### config.mk
export PLATFORM = sky130hd
export DESIGN_NAME = touch_tuning_and_click_sounder
export DESIGN_NICKNAME = d
export VERILOG_FILES = /design/src/verilog/touch_tune_pkg.sv /design/src/verilog/held_touch_timer.sv /design/src/verilog/click_tone_gen.sv /design/src/verilog/touch_tuning_and_click_sounder.sv
export SDC_FILE = /design/constraint.sdc
export NUM_CORES = 1
export LEC_CHECK = 0
export BUFFER_PORTS_ARGS = -buffer_cell sky130_fd_sc_hd__buf_2
export CAP_MARGIN = 10
export CORE_MARGIN = 5
export CORE_UTILIZATION = 56
export CTS_CLUSTER_SIZE = 16
export DETAILED_ROUTE_END_ITERATION = 12
export MAX_ROUTING_LAYER = met4
export PLACE_DENSITY = 0.77
export SETUP_SLACK_MARGIN = 0.15
export SLEW_MARGIN = 20
export SYNTH_ARGS = -nofsm -noshare
export SYNTH_HDL_FRONTEND = slang
export SYNTH_SLANG_ARGS = --single-unit
### constraint.sdc
create_clock -name clk_sys -period 4.5 [get_ports clk_sys]
set_clock_uncertainty 0.05 [all_clocks]
set_input_delay 0.675 -clock clk_sys [delete_from_list [all_inputs] [get_ports clk_sys]]
set_output_delay 0.675 -clock clk_sys [all_outputs]
set_load 0.005 [all_outputs]
### src/verilog/touch_tune_pkg.sv
// constants and types shared by the touch tuning and click sounder design
package touch_tune_pkg;
  // register addresses
  localparam logic [7:0] REG_THRESHOLD = 8'h04;
  localparam logic [7:0] REG_SOUNDER = 8'h07;
  localparam logic [7:0] REG_HELD = 8'h09;
  localparam logic [7:0] REG_VERSION = 8'h0b;
  // bus slave address, arbitrary default
  localparam logic [6:0] DEV_ADDR = 7'h4c;
  // reset values and read data of unmapped addresses
  localparam logic [7:0] THRESHOLD_RST = 8'h0f;
  localparam logic [7:0] HELD_RST = 8'h00;
  localparam logic [7:0] SOUNDER_RST = 8'h00;
  localparam logic [7:0] UNMAPPED_DATA = 8'h00;
  // threshold range and clamp value
  localparam logic [7:0] THRESHOLD_MAX = 8'h3f;
  localparam logic [7:0] THRESHOLD_CLAMP = 8'h3f;
  // samples per timeout unit and last count of the recalibration period
  localparam logic [14:0] SAMPLES_PER_UNIT = 15'h0040;
  localparam logic [5:0] RECAL_LAST = 6'h3f;
  // sounder field positions
  localparam int SND_LEN_BIT = 2;
  localparam int SND_PITCH_BIT = 1;
  localparam int SND_EN_BIT = 0;
  // timing
  localparam int CLK_HZ = 100000000;
  localparam int CLICK_SHORT_US = 10000;
  localparam int CLICK_LONG_US = 20000;
  localparam int CLICK_SHORT_CYC = CLICK_SHORT_US * (CLK_HZ / 1000000);
  localparam int CLICK_LONG_CYC = CLICK_LONG_US * (CLK_HZ / 1000000);
  localparam int TONE_LOW_HZ = 1000;
  localparam int TONE_HIGH_HZ = 2000;
  localparam int TONE_LOW_HALF_CYC = CLK_HZ / (2 * TONE_LOW_HZ);
  localparam int TONE_HIGH_HALF_CYC = CLK_HZ / (2 * TONE_HIGH_HZ);
  // version text, arbitrary content
  localparam int DESC_LEN = 30;
  localparam logic [DESC_LEN*8-1:0] DESC_TEXT =
    "XYZ,PN:TOUCH8,QUAL:ENG,VER:1_0";
  localparam logic [4:0] DESC_END = 5'd30;

  typedef struct packed {
    logic [4:0] reserved;
    logic click_length_sel;
    logic tone_pitch_sel;
    logic buzzer_on;
  } sounder_cfg_t;

  typedef enum logic [8:0] {
    ST_IDLE = 9'h001,
    ST_ADDR = 9'h002,
    ST_AACK = 9'h004,
    ST_PTR = 9'h008,
    ST_PACK = 9'h010,
    ST_WDAT = 9'h020,
    ST_WACK = 9'h040,
    ST_RDAT = 9'h080,
    ST_RACK = 9'h100
  } bus_state_t;
endpackage

### src/verilog/held_touch_timer.sv
// held touch timer: counts samples of a persisting touch up to the timeout
`timescale 1ns/1ps
`default_nettype none
module held_touch_timer (
  input wire logic clk_sys,
  input wire logic rst,
  input wire logic sample_tick,
  input wire logic touch_active,
  input wire logic [7:0] held_touch_factor,
  output logic expire
);
  logic [14:0] cnt_ff;
  logic [14:0] nxt_cnt;
  logic expire_ff;
  logic nxt_expire;
  logic [14:0] limit;

  always_comb begin
    // factor n gives n+1 units of 64 samples
    limit = {1'b0, held_touch_factor, 6'h00} +
      touch_tune_pkg::SAMPLES_PER_UNIT;
    nxt_cnt = cnt_ff;
    nxt_expire = 1'b0;
    if (!touch_active || held_touch_factor == 8'h00) begin
      nxt_cnt = 15'h0000;
    end else if (sample_tick) begin
      if (cnt_ff == limit - 15'h0001) begin
        nxt_cnt = 15'h0000;
        nxt_expire = 1'b1;
      end else begin
        nxt_cnt = cnt_ff + 15'h0001;
      end
    end
  end

  always_ff @(posedge clk_sys) begin
    if (rst) begin
      cnt_ff <= 15'h0000;
      expire_ff <= 1'b0;
    end else begin
      cnt_ff <= nxt_cnt;
      expire_ff <= nxt_expire;
    end
  end

  assign expire = expire_ff;
endmodule
`default_nettype wire

### src/verilog/click_tone_gen.sv
// key click tone generator driving the piezo output
`timescale 1ns/1ps
`default_nettype none
module click_tone_gen #(
  parameter int CLICK_SHORT_CYC = touch_tune_pkg::CLICK_SHORT_CYC,
  parameter int CLICK_LONG_CYC = touch_tune_pkg::CLICK_LONG_CYC,
  parameter int TONE_LOW_HALF_CYC = touch_tune_pkg::TONE_LOW_HALF_CYC,
  parameter int TONE_HIGH_HALF_CYC = touch_tune_pkg::TONE_HIGH_HALF_CYC
) (
  input wire logic clk_sys,
  input wire logic rst,
  input wire logic start,
  input wire logic click_length_sel,
  input wire logic tone_pitch_sel,
  output logic buzzer_out,
  output logic busy
);
  logic busy_ff, nxt_busy;
  logic out_ff, nxt_out;
  logic pitch_ff, nxt_pitch;
  logic [21:0] dur_ff, nxt_dur;
  logic [21:0] half_ff, nxt_half;
  logic [21:0] half_load;

  always_comb begin
    nxt_busy = busy_ff;
    nxt_out = out_ff;
    nxt_pitch = pitch_ff;
    nxt_dur = dur_ff;
    nxt_half = half_ff;
    half_load = pitch_ff ? 22'(TONE_HIGH_HALF_CYC - 1) :
      22'(TONE_LOW_HALF_CYC - 1);
    if (!busy_ff) begin
      nxt_out = 1'b0;
      if (start) begin
        nxt_busy = 1'b1;
        nxt_out = 1'b1;
        nxt_pitch = tone_pitch_sel;
        nxt_dur = click_length_sel ? 22'(CLICK_LONG_CYC - 1) :
          22'(CLICK_SHORT_CYC - 1);
        nxt_half = tone_pitch_sel ? 22'(TONE_HIGH_HALF_CYC - 1) :
          22'(TONE_LOW_HALF_CYC - 1);
      end
    end else if (dur_ff == 22'h000000) begin
      nxt_busy = 1'b0;
      nxt_out = 1'b0;
    end else begin
      nxt_dur = dur_ff - 22'h000001;
      if (half_ff == 22'h000000) begin
        nxt_half = half_load;
        nxt_out = ~out_ff;
      end else begin
        nxt_half = half_ff - 22'h000001;
      end
    end
  end

  always_ff @(posedge clk_sys) begin
    if (rst) begin
      busy_ff <= 1'b0;
      out_ff <= 1'b0;
      pitch_ff <= 1'b0;
      dur_ff <= 22'h000000;
      half_ff <= 22'h000000;
    end else begin
      busy_ff <= nxt_busy;
      out_ff <= nxt_out;
      pitch_ff <= nxt_pitch;
      dur_ff <= nxt_dur;
      half_ff <= nxt_half;
    end
  end

  assign buzzer_out = out_ff;
  assign busy = busy_ff;
endmodule
`default_nettype wire

### src/verilog/touch_tuning_and_click_sounder.sv
// touch tuning, held touch recalibration, click sounder and register slave
`timescale 1ns/1ps
`default_nettype none
// Overview of operation
// - held touch timeout is factor times tick times sample period times 64
// - timeout factor field zero disables held touch detection
// - nonzero factor field n selects factor n plus one
// - with detection off a touch stays reported and never joins baseline
// - touch outlasting timeout is folded into baseline and no longer reported
// - timeout factor register sits at address 0x09, read and write
// - threshold writes outside 0 to 63 are replaced by 0x3f
// - threshold encoding n selects sensitivity level n plus one
// - threshold register sits at address 0x04
// - sounder bit 2 selects 10 ms or 20 ms click
// - sounder bit 1 selects 1 kHz or 2 kHz tone
// - sounder bit 0 enables the sounder output
// - click output runs on its own regardless of bus activity
// - sounder configuration register sits at address 0x07
// - read-only version descriptor sits at address 0x0b
// - burst reads return the ascii version text ending in a null
// - periodic auto recalibration is skipped while a touch is detected
module touch_tuning_and_click_sounder #(
  parameter int CLICK_SHORT_CYC = touch_tune_pkg::CLICK_SHORT_CYC,
  parameter int CLICK_LONG_CYC = touch_tune_pkg::CLICK_LONG_CYC,
  parameter int TONE_LOW_HALF_CYC = touch_tune_pkg::TONE_LOW_HALF_CYC,
  parameter int TONE_HIGH_HALF_CYC = touch_tune_pkg::TONE_HIGH_HALF_CYC
) (
  input wire logic clk_sys,
  input wire logic rst,
  input wire logic scl_in,
  input wire logic sda_in,
  output logic sda_out,
  output logic sda_oe,
  input wire logic sample_tick,
  input wire logic [15:0] electrode_value,
  input wire logic auto_recal_on,
  output logic touch_out,
  output logic [15:0] baseline_out,
  output logic buzzer_out
);
  // bus slave and register state
  touch_tune_pkg::bus_state_t state_ff, nxt_state;
  logic [3:0] bitcnt_ff, nxt_bitcnt;
  logic [7:0] shift_ff, nxt_shift;
  logic [7:0] ptr_ff, nxt_ptr;
  logic [4:0] desc_idx_ff, nxt_desc_idx;
  logic rw_ff, nxt_rw;
  logic ack_ff, nxt_ack;
  logic oe_ff, nxt_oe;
  logic scl_prev_ff, sda_prev_ff;
  logic [7:0] thresh_ff, nxt_thresh;
  logic [7:0] held_ff, nxt_held;
  touch_tune_pkg::sounder_cfg_t snd_ff, nxt_snd;
  logic scl_rise, scl_fall, bus_start, bus_stop;
  logic [7:0] rd_byte;
  logic [7:0] desc_byte;
  // touch state
  logic [15:0] base_ff, nxt_base;
  logic base_valid_ff, nxt_base_valid;
  logic absorbed_ff, nxt_absorbed;
  logic touched_ff, nxt_touched;
  logic [5:0] recal_cnt_ff, nxt_recal_cnt;
  logic [15:0] level;
  logic [15:0] diff;
  logic raw_touch;
  logic expire;
  logic click_start;
  logic recal_due;

  assign scl_rise = scl_in & ~scl_prev_ff;
  assign scl_fall = ~scl_in & scl_prev_ff;
  assign bus_start = scl_in & scl_prev_ff & sda_prev_ff & ~sda_in;
  assign bus_stop = scl_in & scl_prev_ff & ~sda_prev_ff & sda_in;

  // version text byte, null once past the end
  always_comb begin
    desc_byte = 8'h00;
    if (desc_idx_ff < touch_tune_pkg::DESC_END) begin
      desc_byte = touch_tune_pkg::DESC_TEXT[
        (touch_tune_pkg::DESC_LEN - 1 - int'(desc_idx_ff)) * 8 +: 8];
    end
  end

  // read data selection
  always_comb begin
    unique case (ptr_ff)
      touch_tune_pkg::REG_THRESHOLD: rd_byte = thresh_ff;
      touch_tune_pkg::REG_SOUNDER: rd_byte = snd_ff;
      touch_tune_pkg::REG_HELD: rd_byte = held_ff;
      touch_tune_pkg::REG_VERSION: rd_byte = desc_byte;
      default: rd_byte = touch_tune_pkg::UNMAPPED_DATA;
    endcase
  end

  // bus slave and register writes
  always_comb begin
    nxt_state = state_ff;
    nxt_bitcnt = bitcnt_ff;
    nxt_shift = shift_ff;
    nxt_ptr = ptr_ff;
    nxt_desc_idx = desc_idx_ff;
    nxt_rw = rw_ff;
    nxt_ack = ack_ff;
    nxt_oe = oe_ff;
    nxt_thresh = thresh_ff;
    nxt_held = held_ff;
    nxt_snd = snd_ff;
    if (bus_start) begin
      nxt_state = touch_tune_pkg::ST_ADDR;
      nxt_bitcnt = 4'h0;
      nxt_oe = 1'b0;
    end else if (bus_stop) begin
      nxt_state = touch_tune_pkg::ST_IDLE;
      nxt_oe = 1'b0;
    end else begin
      unique case (state_ff)
        touch_tune_pkg::ST_IDLE: begin
          nxt_oe = 1'b0;
        end
        touch_tune_pkg::ST_ADDR, touch_tune_pkg::ST_PTR,
        touch_tune_pkg::ST_WDAT: begin
          if (scl_rise) begin
            nxt_shift = {shift_ff[6:0], sda_in};
            nxt_bitcnt = bitcnt_ff + 4'h1;
          end else if (scl_fall && bitcnt_ff == 4'h8) begin
            nxt_oe = 1'b1;
            if (state_ff == touch_tune_pkg::ST_ADDR) begin
              if (shift_ff[7:1] == touch_tune_pkg::DEV_ADDR) begin
                nxt_state = touch_tune_pkg::ST_AACK;
                nxt_rw = shift_ff[0];
              end else begin
                nxt_state = touch_tune_pkg::ST_IDLE;
                nxt_oe = 1'b0;
              end
            end else if (state_ff == touch_tune_pkg::ST_PTR) begin
              nxt_state = touch_tune_pkg::ST_PACK;
              nxt_ptr = shift_ff;
              nxt_desc_idx = 5'd0;
            end else begin
              nxt_state = touch_tune_pkg::ST_WACK;
              unique case (ptr_ff)
                touch_tune_pkg::REG_THRESHOLD: begin
                  nxt_thresh = (shift_ff > touch_tune_pkg::THRESHOLD_MAX) ?
                    touch_tune_pkg::THRESHOLD_CLAMP : shift_ff;
                end
                touch_tune_pkg::REG_SOUNDER: begin
                  nxt_snd = {5'h00, shift_ff[2:0]};
                end
                touch_tune_pkg::REG_HELD: begin
                  nxt_held = shift_ff;
                end
                default: begin
                  nxt_held = held_ff;
                end
              endcase
              if (ptr_ff == touch_tune_pkg::REG_VERSION) begin
                nxt_desc_idx = desc_idx_ff;
              end else begin
                nxt_ptr = ptr_ff + 8'h01;
              end
            end
          end
        end
        touch_tune_pkg::ST_AACK: begin
          if (scl_fall) begin
            nxt_bitcnt = 4'h0;
            if (rw_ff) begin
              nxt_state = touch_tune_pkg::ST_RDAT;
              nxt_shift = rd_byte;
              nxt_oe = ~rd_byte[7];
            end else begin
              nxt_state = touch_tune_pkg::ST_PTR;
              nxt_oe = 1'b0;
            end
          end
        end
        touch_tune_pkg::ST_PACK, touch_tune_pkg::ST_WACK: begin
          if (scl_fall) begin
            nxt_state = touch_tune_pkg::ST_WDAT;
            nxt_bitcnt = 4'h0;
            nxt_oe = 1'b0;
          end
        end
        touch_tune_pkg::ST_RDAT: begin
          if (scl_rise) begin
            nxt_bitcnt = bitcnt_ff + 4'h1;
          end else if (scl_fall) begin
            if (bitcnt_ff == 4'h8) begin
              nxt_state = touch_tune_pkg::ST_RACK;
              nxt_oe = 1'b0;
              if (ptr_ff == touch_tune_pkg::REG_VERSION) begin
                if (desc_idx_ff != touch_tune_pkg::DESC_END) begin
                  nxt_desc_idx = desc_idx_ff + 5'd1;
                end
              end else begin
                nxt_ptr = ptr_ff + 8'h01;
              end
            end else begin
              nxt_shift = {shift_ff[6:0], 1'b0};
              nxt_oe = ~shift_ff[6];
            end
          end
        end
        touch_tune_pkg::ST_RACK: begin
          if (scl_rise) begin
            nxt_ack = ~sda_in;
          end else if (scl_fall) begin
            nxt_bitcnt = 4'h0;
            if (ack_ff) begin
              nxt_state = touch_tune_pkg::ST_RDAT;
              nxt_shift = rd_byte;
              nxt_oe = ~rd_byte[7];
            end else begin
              nxt_state = touch_tune_pkg::ST_IDLE;
            end
          end
        end
      endcase
    end
  end

  always_ff @(posedge clk_sys) begin
    if (rst) begin
      state_ff <= touch_tune_pkg::ST_IDLE;
      bitcnt_ff <= 4'h0;
      shift_ff <= 8'h00;
      ptr_ff <= 8'h00;
      desc_idx_ff <= 5'd0;
      rw_ff <= 1'b0;
      ack_ff <= 1'b0;
      oe_ff <= 1'b0;
      scl_prev_ff <= 1'b1;
      sda_prev_ff <= 1'b1;
      thresh_ff <= touch_tune_pkg::THRESHOLD_RST;
      held_ff <= touch_tune_pkg::HELD_RST;
      snd_ff <= touch_tune_pkg::SOUNDER_RST;
    end else begin
      state_ff <= nxt_state;
      bitcnt_ff <= nxt_bitcnt;
      shift_ff <= nxt_shift;
      ptr_ff <= nxt_ptr;
      desc_idx_ff <= nxt_desc_idx;
      rw_ff <= nxt_rw;
      ack_ff <= nxt_ack;
      oe_ff <= nxt_oe;
      scl_prev_ff <= scl_in;
      sda_prev_ff <= sda_in;
      thresh_ff <= nxt_thresh;
      held_ff <= nxt_held;
      snd_ff <= nxt_snd;
    end
  end

  assign sda_out = 1'b0;
  assign sda_oe = oe_ff;

  // touch detection against baseline
  always_comb begin
    level = {8'h00, thresh_ff} + 16'h0001;
    diff = base_ff - electrode_value;
    raw_touch = base_valid_ff && (base_ff > electrode_value) &&
      (diff >= level);
    recal_due = sample_tick && recal_cnt_ff == touch_tune_pkg::RECAL_LAST &&
      auto_recal_on && !raw_touch;
    nxt_recal_cnt = sample_tick ? recal_cnt_ff + 6'h01 : recal_cnt_ff;
    nxt_base = base_ff;
    nxt_base_valid = base_valid_ff;
    if (sample_tick && !base_valid_ff) begin
      nxt_base = electrode_value;
      nxt_base_valid = 1'b1;
    end else if (expire) begin
      nxt_base = electrode_value;
    end else if (recal_due) begin
      nxt_base = electrode_value;
    end
    // expiry wins over release in the same cycle
    nxt_absorbed = expire | (absorbed_ff & raw_touch);
    nxt_touched = raw_touch & ~absorbed_ff & ~expire;
    click_start = nxt_touched & ~touched_ff & snd_ff.buzzer_on;
  end

  always_ff @(posedge clk_sys) begin
    if (rst) begin
      base_ff <= 16'h0000;
      base_valid_ff <= 1'b0;
      absorbed_ff <= 1'b0;
      touched_ff <= 1'b0;
      recal_cnt_ff <= 6'h00;
    end else begin
      base_ff <= nxt_base;
      base_valid_ff <= nxt_base_valid;
      absorbed_ff <= nxt_absorbed;
      touched_ff <= nxt_touched;
      recal_cnt_ff <= nxt_recal_cnt;
    end
  end

  assign touch_out = touched_ff;
  assign baseline_out = base_ff;

  held_touch_timer u_held (
    .clk_sys(clk_sys),
    .rst(rst),
    .sample_tick(sample_tick),
    .touch_active(raw_touch & ~absorbed_ff),
    .held_touch_factor(held_ff),
    .expire(expire)
  );

  // sounder is driven by touch events only, never by bus traffic
  click_tone_gen #(
    .CLICK_SHORT_CYC(CLICK_SHORT_CYC),
    .CLICK_LONG_CYC(CLICK_LONG_CYC),
    .TONE_LOW_HALF_CYC(TONE_LOW_HALF_CYC),
    .TONE_HIGH_HALF_CYC(TONE_HIGH_HALF_CYC)
  ) u_click (
    .clk_sys(clk_sys),
    .rst(rst),
    .start(click_start),
    .click_length_sel(snd_ff.click_length_sel),
    .tone_pitch_sel(snd_ff.tone_pitch_sel),
    .buzzer_out(buzzer_out),
    .busy()
  );
endmodule
`default_nettype wire

==> impl_metrics.json <==
{
  "status": "completed",
  "worstReg2RegStart": "baseline_out[0]",
  "die-area_mm2": 0.0189,
  "synth_area_leader_cell": "dfxtp_1",
  "num_antenna_cells": 0,
  "routabilityCongestion": 0.928,
  "crit_required_ns": 4.81,
  "cp-startpoint": "baseline_out[0]",
  "cp_common_cell": "a21oi_1",
  "p_total_mw": 2.99,
  "fin_crit_ns": 4.14,
  "rrSetupSlack_ns": 0.36,
  "async_flop_share_pct": 0,
  "ir_worst_vdd_mv": 0.285,
  "hpwl_mm": 15.5,
  "syn_inst": 1140,
  "leakagePower_nw": 3.92,
  "setup_tns_ns": 0,
  "rows": 46,
  "r2r-end": "u_click.dur_ff[8]",
  "yosys_warnings": 0,
  "netlist.area_leader.share_pct": 32.2,
  "clk_latency_ns": 0.42,
  "power.density_mw_per_mm2": 295,
  "synth_ff_type": "dfxtp_1",
  "synth.distinct_cells": 84,
  "syn-num-nets": 1201,
  "cp-start-kind": "register",
  "netlist_area_mm2": 0.00908,
  "drive_gt1_share_pct": 10.9,
  "avgSynthCellArea_um2": 7.96,
  "clock.fmax_mhz": 242,
  "grt_max_degree": 65,
  "core_area_mm2": 0.0159,
  "r2r.worst_path.cells": 20,
  "hold_buffers": 0,
  "route.detailed.drc": 0,
  "grt-ovfl-total": 0,
  "cts-buffers-inserted": 17,
  "ios": 42,
  "ys_seq_area_share_pct": 32.2,
  "cts_root_buffer": "clkbuf_16",
  "initial_core_util_pct": 57.1,
  "critPathKind": "reg -> reg",
  "synth_area_leaders": "dfxtp_1 32%, ha_1 5.2%, nor2_1 5.0%",
  "ys_ff_latch": 146,
  "setup_viol": 0,
  "cp_cell_sequence": "inv_1, ha_1, inv_1, fa_1, a21o_1, a221oi_4, o21bai_1, a21oi_1, xnor2_1, ha_1, nand3_1, a21oi_1, a21oi_1, o311ai_2, buf_4, nor4b_4, buf_4, clkbuf_16, or4b_2, a21oi_1",
  "htree_levels": 4,
  "numPortBuffers": 40,
  "end_kind": "register",
  "drt_iter0_markers": 730,
  "cts_tree": "built",
  "grt_pass1_vias": 7897,
  "slowest_stage": "or4b_2",
  "drt-pass1-iter-count": 7,
  "relSlewSlack_pct": 31.2,
  "hold_path_class": "reg -> reg",
  "ant_nets": 0,
  "grt_pass1_wl_mm": 37.5,
  "antenna_found_initial": 0,
  "clk_pin_slew_ns": 0.06,
  "rsz0062_at_grt": "false",
  "dieWidth_um": 137,
  "clock_path_buffers": 2,
  "clock-sinks": 146,
  "synth_edf_count": 0,
  "setup.worst_path.end": "u_click.dur_ff[8]",
  "die_height_um": 137,
  "crit_arrival_ns": 4.45,
  "wl_per_cell_um": 16.1,
  "layout.nets": 1223,
  "grt_util_all_layers_pct": 24.7,
  "worst_slew_pin_slew_ns": 1.03,
  "avgViaCountPerCell": 6.19,
  "hold_path_depth": 1,
  "slew_violations": 0,
  "worstPathMaxFanout": 14,
  "vias": 8606,
  "areaGrowthSynthToFinish_pct": 11.4,
  "wl_mm": 22.4,
  "hold_viol_final": 0,
  "post-route-period-util_pct": 91.9,
  "slowest_delay_ns": 0.63,
  "max_cap_viol_count": 0
}
how the worst min path moves through the flow:
stage	endpoint	slack, ns	start
detailed placement	u_click.half_ff[8]	0.41	u_click.half_ff[8]
CTS	u_click.half_ff[8]	0.42	u_click.half_ff[8]
finish	u_click.half_ff[8]	0.42	u_click.half_ff[8]
global route	u_click.half_ff[8]	0.45	u_click.half_ff[8]
global placement	u_click.half_ff[8]	0.41	u_click.half_ff[8]
floorplan	u_click.half_ff[8]	0.39	u_click.half_ff[8]
flip-flops by register name (all words and copies together), names as in the netlist, 4 cells and up:
signal	count
baseline_out	16
bitcnt_ff	4
desc_idx_ff	5
held_ff	8
ptr_ff	8
recal_cnt_ff	6
shift_ff	8
state_ff	9
thresh_ff	8
u_click.dur_ff	22
u_click.half_ff	22
u_held.cnt_ff	15
cell usage after synthesis (all sizes together), types with 23 or more instances:
master,n
dfxtp,146
nor2,123
nand2,86
a21oi,84
o21ai,69
inv,50
nand3,49
clkbuf,41
ha,38
nor3,38
xnor2,34
xor2,32
nor4,29
mux2i,23
report_power, final:
group,switching (mW),internal [mW],leakage [nW],total [mW]
Clock,0.556,0.846,0.287,1.40
Sequential,0.0143,1.31,1.18,1.32
Combinational,0.157,0.106,2.46,0.263
Total,0.727,2.26,3.92,2.99
kinds of logic after synthesis:
| group | count (synthesis) | share of synthesized area [%] |
|---|---|---|
| AOI/OAI and AO/OA | 314 | 23.4 |
| xor gates and xnor gates | 66 | 6.37 |
| adders and majority gates | 39 | 5.46 |
| buffers and inverters | 108 | 4.77 |
| DFF | 146 | 32.2 |
| muxes | 23 | 2.54 |
| other | 1 | 0.0413 |
| and+or+nand+nor | 443 | 25.2 |
layout make-up:
type,count,area [um^2]
clock inverters,12,130
repair buffers,61,403
fillers,1352,5770
flip-flops and latches,146,2920
multi-input cells,886,5740
well taps,216,270
inverters,50,188
clock buffers,20,457
per-layer routing:
layer  vias to the layer above  track usage [%]  wire [um]
met3                        31             4.78       1220
met1                      4060             32.7      10400
met4                         0             5.88        344
met2                       264             39.1      10400
li1                       4251                -          -
met5                         -                -          0
repair_timing:
action	in CTS	in global routing
setup buffers	0	1
endpoints found under the setup margin	0	30
resized for setup	0	2
cell usage in the layout, fill, tap and decap left out, types with 19 or more instances in the layout:
| master | Yosys | routed |
|---|---|---|
| nand3_1 | 49 | 49 |
| buf_4 | 2 | 19 |
| nand2_1 | 85 | 85 |
| o21ai_0 | 67 | 67 |
| mux2i_1 | 23 | 23 |
| dfxtp_1 | 146 | 146 |
| xnor2_1 | 34 | 34 |
| nor3_1 | 36 | 36 |
| ha_1 | 38 | 38 |
| nor2_1 | 122 | 122 |
| inv_1 | 50 | 50 |
| nor4_1 | 25 | 24 |
| xor2_1 | 32 | 32 |
| a21oi_1 | 83 | 82 |
| buf_2 | 10 | 39 |
per-stage QoR:
| stage | hold WS, ns | setup WS (ns) | utilization, % | std cells | area, um^2 |
|---|---|---|---|---|---|
| after floorplan | 0.386 | 0.180 | - | 1140 | 9080 |
| after detailed placement | 0.407 | 0.0479 | 59.7 | 1357 | 9480 |
| after global routing | 0.453 | 0.163 | 63.7 | 1391 | 10100 |
| after CTS | 0.418 | 0.397 | 63.4 | 1389 | 10100 |
| final | 0.420 | 0.364 | 63.7 | 1391 | 10100 |
| after global placement | 0.408 | 0.120 | 59.7 | 1357 | 9480 |
critical path, delay by kind of cell, from the launching register on:
family / cells / cell delay (ns)
and+or+nand+nor: 3 / 0.76
adders and majority gates: 3 / 0.86
DFF: 1 / 0.32
buffers and inverters: 5 / 0.66
xor gates and xnor gates: 1 / 0.12
AOI/OAI and AO/OA: 8 / 1.30
Note: power is estimated with default switching activity, not from simulation.
